[src/dprr_regs.svh]
`ifndef DPRR_REGS_SVH
`define DPRR_REGS_SVH

// Register byte offsets
`define DPRR_CTL_BASE     12'hb00
`define DPRR_STATE_BASE   12'hb80
`define DPRR_FEATURE_ID   12'hc00
`define DPRR_RST_REQ      12'hc18
`define DPRR_RST_ACK      12'hc1c

// Block select: address bits above the 32-word window
`define DPRR_BLK_HI       11
`define DPRR_BLK_LO       7
`define DPRR_IDX_HI       6
`define DPRR_IDX_LO       2

// Field positions
`define DPRR_CTL_PRESENT  0
`define DPRR_CTL_REQ      1
`define DPRR_RST_BIT      0
`define DPRR_FID_RST      5
`define DPRR_FID_VER_HI   3
`define DPRR_FID_VER_LO   0

// Field values
`define DPRR_VER_NONE     4'h0
`define DPRR_VER_ONE      4'h1
`define DPRR_CODE_OFF     2'h0
`define DPRR_CODE_ON      2'h1
`define DPRR_CODE_HELD    2'h3
`define DPRR_CODE_RSVD    2'h2

// Reset values and the one-hot domain base
`define DPRR_WORD_ZERO    32'h0000_0000
`define DPRR_DOM_ZERO     32'h0000_0000
`define DPRR_DOM_ONE      32'h0000_0001

`endif

[src/dprr_pkg.sv]
package dprr_pkg;
  typedef logic [31:0] dprr_word_t;
  typedef logic [11:0] dprr_addr_t;
  typedef logic [4:0]  dprr_idx_t;
  typedef logic [1:0]  dprr_code_t;
  typedef logic [3:0]  dprr_sel_t;
endpackage

[src/dprr_top.sv]
// Chosen here: the Wishbone interface to the registers.
`timescale 1ns/1ps
`include "dprr_regs.svh"

// Contract
// - One control word per domain, 32 domains
// - Control bit 1 requests domain power
// - Request bit reserved when domain absent
// - Control bit 0 reads domain presence
// - Read-only state word per present domain
// - State code: off, on, reserved, held
// - Only one powered encoding ever reported
// - Keep power while request set, code on
// - Handshake raises held, clears after withdrawal
// - Power never removed between held and clear
// - Unpowerable domain stays at code off
// - Reset request bit sticks until written 0
// - Reset ack reads 1 once reset done
// - Power-on reset clears reset request, ack
// - Reset requests ignored without invasive debug
// - Reset reach fixed at design time
// - Reset registers exist only when feature set
// - Feature word bit 5 shows reset support
// - Feature version 1 when power registers exist
// - Power requests ignored when debug disabled
module dprr_top #(
  parameter logic [31:0] DOM_PRESENT   = 32'h0000_000f,
  parameter bit          PWR_IMPL      = 1'b1,
  parameter bit          PWR_HANDSHAKE = 1'b1,
  parameter bit          RST_IMPL      = 1'b1,
  parameter bit          RST_WHOLE_SYS = 1'b1
) (
  input  wire logic              clk_i,
  input  wire logic              rst_i,
  input  wire logic              wb_cyc_i,
  input  wire logic              wb_stb_i,
  input  wire logic              wb_we_i,
  input  wire dprr_pkg::dprr_addr_t wb_adr_i,
  input  wire dprr_pkg::dprr_sel_t  wb_sel_i,
  input  wire dprr_pkg::dprr_word_t wb_dat_i,
  output dprr_pkg::dprr_word_t   wb_dat_o,
  output logic                   wb_ack_o,
  output dprr_pkg::dprr_word_t   pwr_req_o,
  input  wire dprr_pkg::dprr_word_t pwr_on_i,
  output logic                   sys_rst_req_o,
  input  wire logic              sys_rst_done_i,
  input  wire logic              dbg_en_i,
  input  wire logic              invasive_en_i
);
  import dprr_pkg::*;

  // Effective presence mask, empty without power request support
  localparam dprr_word_t PRESENT = PWR_IMPL ? DOM_PRESENT : `DPRR_DOM_ZERO;

  // Block select on the upper address bits
  function automatic logic blk_is(input dprr_addr_t adr, input dprr_addr_t base);
    blk_is = (adr[`DPRR_BLK_HI:`DPRR_BLK_LO] == base[`DPRR_BLK_HI:`DPRR_BLK_LO]);
  endfunction

  // One-hot mask of the addressed domain
  function automatic dprr_word_t dom_mask(input dprr_idx_t idx);
    dom_mask = `DPRR_DOM_ONE << idx;
  endfunction

  // Input synchronisers, two stages each
  dprr_word_t pwr_on_m;
  dprr_word_t pwr_on_s;
  logic       done_m;
  logic       done_s;
  logic       dbg_m;
  logic       dbg_s;
  logic       inv_m;
  logic       inv_s;

  always_ff @(posedge clk_i) begin
    pwr_on_m <= pwr_on_i;
    pwr_on_s <= pwr_on_m;
    done_m   <= sys_rst_done_i;
    done_s   <= done_m;
    dbg_m    <= dbg_en_i;
    dbg_s    <= dbg_m;
    inv_m    <= invasive_en_i;
    inv_s    <= inv_m;
  end

  // Bus decode
  wire        req_taken = wb_cyc_i & wb_stb_i & ~wb_ack_o;
  wire        wr_lo     = req_taken & wb_we_i & wb_sel_i[0];
  wire        rd        = req_taken & ~wb_we_i;
  dprr_idx_t  idx;
  assign idx = wb_adr_i[`DPRR_IDX_HI:`DPRR_IDX_LO];
  wire        ctl_hit   = blk_is(wb_adr_i, `DPRR_CTL_BASE);
  wire        state_hit = blk_is(wb_adr_i, `DPRR_STATE_BASE);
  wire        fid_hit   = (wb_adr_i == `DPRR_FEATURE_ID);
  wire        rreq_hit  = RST_IMPL && (wb_adr_i == `DPRR_RST_REQ);
  wire        rack_hit  = RST_IMPL && (wb_adr_i == `DPRR_RST_ACK);
  wire        dom_here  = PRESENT[idx];
  wire        wr_bit1   = wb_dat_i[`DPRR_CTL_REQ];
  wire        wr_bit0   = wb_dat_i[`DPRR_RST_BIT];

  // Control and status state
  dprr_word_t pwr_req;
  dprr_word_t pwr_held;
  logic       rst_req;
  logic       rst_ack;

  // per-domain write mask, absent domains dropped
  // no request storage for an absent domain
  dprr_word_t wr_ctl_mask;
  assign wr_ctl_mask = (wr_lo && ctl_hit) ? (dom_mask(idx) & PRESENT) : `DPRR_DOM_ZERO;

  // set and clear of the request bit
  dprr_word_t req_set;
  dprr_word_t req_clr;
  dprr_word_t next_pwr_req;
  assign req_set      = wr_ctl_mask & {32{wr_bit1 & dbg_s}};
  assign req_clr      = wr_ctl_mask & {32{~wr_bit1}};
  assign next_pwr_req = ((pwr_req & ~req_clr) | req_set) & PRESENT;

  // held raised on request plus power, dropped after withdrawal
  // without power the code never leaves off
  dprr_word_t next_held;
  assign next_held = PWR_HANDSHAKE ?
                     (((pwr_req & pwr_on_s) | (pwr_held & (pwr_req | pwr_on_s))) & PRESENT) :
                     `DPRR_DOM_ZERO;

  // reset request sticks until written 0
  wire rst_wr     = wr_lo & rreq_hit;
  wire next_rst_req = rst_wr ? (wr_bit0 & (inv_s | rst_req))
                             : rst_req;

  // ack follows completion, only while request stands
  wire next_rst_ack = next_rst_req & (rst_ack | done_s);

  // power-on reset clears request and ack
  always_ff @(posedge clk_i) begin
    if (rst_i) begin
      pwr_req  <= `DPRR_DOM_ZERO;
      pwr_held <= `DPRR_DOM_ZERO;
      rst_req  <= 1'b0;
      rst_ack  <= 1'b0;
    end else begin
      pwr_req  <= next_pwr_req;
      pwr_held <= next_held;
      rst_req  <= next_rst_req;
      rst_ack  <= next_rst_ack;
    end
  end

  // request output stays up while the bit is set
  // power held until the debugger clears the bit
  // reset reach is the fixed parameter RST_WHOLE_SYS
  always_ff @(posedge clk_i) begin
    if (rst_i) begin
      pwr_req_o     <= `DPRR_DOM_ZERO;
      sys_rst_req_o <= 1'b0;
    end else begin
      pwr_req_o     <= next_pwr_req;
      sys_rst_req_o <= next_rst_req;
    end
  end

  // handshake builds report held only, others on only
  dprr_code_t state_code;
  assign state_code = !dom_here ? `DPRR_CODE_OFF :
                      PWR_HANDSHAKE ? (pwr_held[idx] ? `DPRR_CODE_HELD : `DPRR_CODE_OFF) :
                      (pwr_on_s[idx] ? `DPRR_CODE_ON : `DPRR_CODE_OFF);

  dprr_word_t fid_word;
  assign fid_word = `DPRR_WORD_ZERO |
                    (dprr_word_t'(RST_IMPL) << `DPRR_FID_RST) |
                    dprr_word_t'(PWR_IMPL ? `DPRR_VER_ONE : `DPRR_VER_NONE);

  // state word zero for absent domains
  // reset words read zero when unsupported
  // reserved bits and unmapped addresses read zero
  dprr_word_t ctl_word;
  dprr_word_t state_word;
  dprr_word_t rd_data;
  assign ctl_word   = `DPRR_WORD_ZERO | (dprr_word_t'(dom_here) << `DPRR_CTL_PRESENT) |
                      (dprr_word_t'(pwr_req[idx]) << `DPRR_CTL_REQ);
  assign state_word = `DPRR_WORD_ZERO | dprr_word_t'(state_code);
  assign rd_data    = ctl_hit   ? ctl_word :
                      state_hit ? state_word :
                      fid_hit   ? fid_word :
                      rreq_hit  ? (dprr_word_t'(rst_req) << `DPRR_RST_BIT) :
                      rack_hit  ? (dprr_word_t'(rst_ack) << `DPRR_RST_BIT) :
                      `DPRR_WORD_ZERO;

  // Wishbone answer, one wait state, every address acknowledged
  always_ff @(posedge clk_i) begin
    if (rst_i) begin
      wb_ack_o <= 1'b0;
      wb_dat_o <= `DPRR_WORD_ZERO;
    end else begin
      wb_ack_o <= req_taken;
      wb_dat_o <= rd ? rd_data : `DPRR_WORD_ZERO;
    end
  end
endmodule

[config.mk]
export PLATFORM = sky130hd
export DESIGN_NAME = dprr_top
export DESIGN_NICKNAME = d
export VERILOG_FILES = /design/src/dprr_pkg.sv /design/src/dprr_top.sv
export VERILOG_INCLUDE_DIRS = /design/src /design/src/src
export SDC_FILE = /design/constraint.sdc
export NUM_CORES = 1
export LEC_CHECK = 0
export ABC_AREA = 0
export BUFFER_PORTS_ARGS = -buffer_cell sky130_fd_sc_hd__buf_2
export CAP_MARGIN = 0
export CORE_ASPECT_RATIO = 1.2
export CORE_MARGIN = 4
export CORE_UTILIZATION = 34
export CTS_CLUSTER_SIZE = 25
export DETAILED_ROUTE_END_ITERATION = 16
export PLACE_DENSITY_LB_ADDON = 0.3
export SLEW_MARGIN = 25
export SYNTH_ARGS = -nofsm -noshare
export SYNTH_HDL_FRONTEND = slang
export SYNTH_SLANG_ARGS = --single-unit
[constraint.sdc]
create_clock -name clk_i -period 2.1 [get_ports clk_i]
set_clock_uncertainty 0.1 [all_clocks]
set_input_delay 0.42 -clock clk_i [delete_from_list [all_inputs] [get_ports clk_i]]
set_output_delay 0.42 -clock clk_i [all_outputs]
set_load 0.1 [all_outputs]
==> impl_metrics.tcl <==
set metrics [dict create \
    status "completed" \
    cts_tree "done" \
    fin_crit_ns 1.741 \
    dr_total_vias 956 \
    rsz0062_at_grt "false" \
    r2r_cells 4 \
    synth_seq_cells 28 \
    ys_warn_count 0 \
    clockBufferDepth 2 \
    clock_sinks 28 \
    synth_area_sq_um 1418 \
    seq_area_sq_um 560.5 \
    routed_wl_um 2357 \
    drive_gt1_frac 0.2446 \
    start_kind "input port" \
    dr.pass1.iters 5 \
    final_util 0.3726 \
    antenna_found_initial 0 \
    p_per_area_nw_per_um2 896.1 \
    fp.dieArea_sq_um 5271 \
    fillers 441 \
    drv_slew 0 \
    min_path_cells 1 \
    dp.cells 235 \
    dp_hpwl_um 1972 \
    post-cts-setup-buffers 0 \
    io_pins 154 \
    tns_ns 0 \
    initial_utilization 0.3569 \
    worst-r2r-setup-slack_ns 0.51 \
    numCtsBuffers 3 \
    grt-ovfl-total 0 \
    cts.clk_slew.worst_paths_ns 0.09 \
    hold_buffers 0 \
    p_leak_nw 0.7133 \
    ant_nets 0 \
    critPathKind "in -> reg" \
    end_kind "flip-flop" \
    min_path_type "in -> reg" \
    min_period_over_period 0.8289 \
    max_freq_mhz 574.5 \
    ir_worst_vdd_mv 0.4061 \
    ys_types 31 \
    grt_pass1_vias 798 \
    syn2layout_area_growth_pct 4.413 \
    total_power_mw 1.326 \
    clkLatencyLatePin_ns 0.26 \
    drc_errors 0 \
    synth-seq-area-share 0.3954 \
    crit_required_ns 2.18 \
    core-area_sq_um 3973 \
    grt_max_degree 15 \
    maxCapViolCount 0 \
    chipWidth_um 66.95 \
    setup_violations 0 \
    initialDrtViolationCount 21 \
    multi_input_area_sq_um 624.3 \
    dieHeight_um 78.74 \
    core.rowCount 25 \
    track_usage 0.08610 \
    cp_max_fo 8 \
    syn_area_per_cell_sq_um 9.514 \
    clockRootBuffer "clkbuf_8" \
    final_net_count 274 \
    crit_arrival_ns 1.82 \
    instances_no_fill 238 \
    cts_resized 0 \
    finalHoldViolations 0 \
    htree_levels 1 \
    grt_pass1_wl_um 3498 \
    wl_per_cell_um 9.903 \
    io_buffer_count 35 \
    syn_inst 149 \
    vias_per_cell 4.017 \
    antenna_cells 0 \
    gp_congestion 0.7444 \
]
-- flip-flops by register name, indices dropped and copies added (netlist names), 3 cells and up --
| name | cells |
|---|---|
| pwr_on_s | 4 |
| pwr_held | 4 |
| pwr_req_o | 4 |
| pwr_on_m | 4 |
| wb_dat_o | 3 |
-- final timing paths --
kind / to / from
min: inv_m / invasive_en_i
max: pwr_req_o[1] / wb_adr_i[5]
min reg2reg: dbg_s / dbg_m
max reg2reg: pwr_req_o[1] / wb_ack_o
-- kinds of logic (layout without fill, tap and decap cells) --
kind of cell | count (synthesis) | after routing | synth area share
compound gates | 17 | 17 | 0.07326
buf+inv | 61 | 40 | 0.3124
flops | 28 | 28 | 0.3954
mux | 4 | 4 | 0.04678
other cells | 1 | 57 | 0.002645
simple gates | 38 | 38 | 0.1695
-- critical path, stage by stage --
cell and delay (ns):
buf_2 0.10, or4b_1 0.58, nor4_4 0.37, a21oi_1 0.12, a211oi_1 0.23
-- placed cells by master (no fill, tap or decap), drive strengths merged, types with 2 or more instances in the layout --
| cell | netlist | routed |
|---|---|---|
| dfxtp | 28 | 28 |
| nor4 | 2 | 2 |
| a31oi | 2 | 2 |
| a21oi | 6 | 6 |
| and3 | 2 | 2 |
| nand2 | 7 | 7 |
| nor2 | 5 | 5 |
| or3 | 2 | 2 |
| mux4 | 2 | 2 |
| and3b | 2 | 2 |
| nand4b | 2 | 2 |
| a211oi | 2 | 2 |
| clkbuf | 2 | 3 |
| nor2b | 2 | 2 |
| buf | 58 | 36 |
| nor3 | 8 | 8 |
| a41oi | 2 | 2 |
| o21ai | 4 | 4 |
| conb | 1 | 57 |
-- per-stage QoR --
| stage | hold slack, ns | area (sq um) | worst slack, ns |
|---|---|---|---|
| 2_1_floorplan | 0.2096 | 1628 | 0.1255 |
| 3_3_place_gp | 0.2104 | 1439 | 0.07626 |
| 3_5_place_dp | 0.2121 | 1439 | 0.09450 |
| 4_1_cts | 0.1430 | 1480 | 0.3666 |
| 5_1_grt | 0.1427 | 1480 | 0.2419 |
| 6_report | 0.1508 | 1480 | 0.3593 |
-- Yosys cell counts --
cell type,instances,share of area
conb_1,1,0.0026
and3b_1,2,0.012
mux4_2,2,0.032
or4b_1,1,0.0071
o32ai_1,1,0.0062
a21oi_1,6,0.021
nor3_1,8,0.028
mux2_2,1,0.0079
and4b_1,1,0.0071
buf_1,1,0.0026
nor3b_1,1,0.0053
o21ai_0,4,0.014
a41oi_1,2,0.012
nand4b_1,2,0.012
nand2_1,7,0.019
buf_4,57,0.30
or2_2,1,0.0044
nor4_4,1,0.015
nor4bb_1,1,0.0071
inv_1,1,0.0026
clkbuf_1,2,0.0053
a211oi_1,2,0.011
or3_1,2,0.0088
mux2i_1,1,0.0071
nor4_1,1,0.0044
and3_1,2,0.0088
nor2b_1,2,0.0088
or4_4,1,0.0079
a31oi_1,2,0.0088
nor2_1,5,0.013
dfxtp_1,28,0.40
-- routing by layer --
layer	track usage	routed length (um)
met1	0.09895	824
met2	0.1438	1205
met3	0.02405	305
met4	0.04260	21
met5	0	0
-- power breakdown --
group / total, mW / switching [mW] / internal, mW
registers: 0.551 / 0.00517 / 0.546
logic: 0.505 / 0.476 / 0.0288
clock network: 0.271 / 0.143 / 0.128
total: 1.33 / 0.624 / 0.702
-- cell type report --
cell class | count | area share
inverter | 1 | 0.002536
timing repair buffer | 36 | 0.1234
sequential | 28 | 0.3787
multi-input combinational | 116 | 0.4218
clock buffer | 3 | 0.02790
tap | 54 | 0.04565
(Power assumes the default switching activity.)
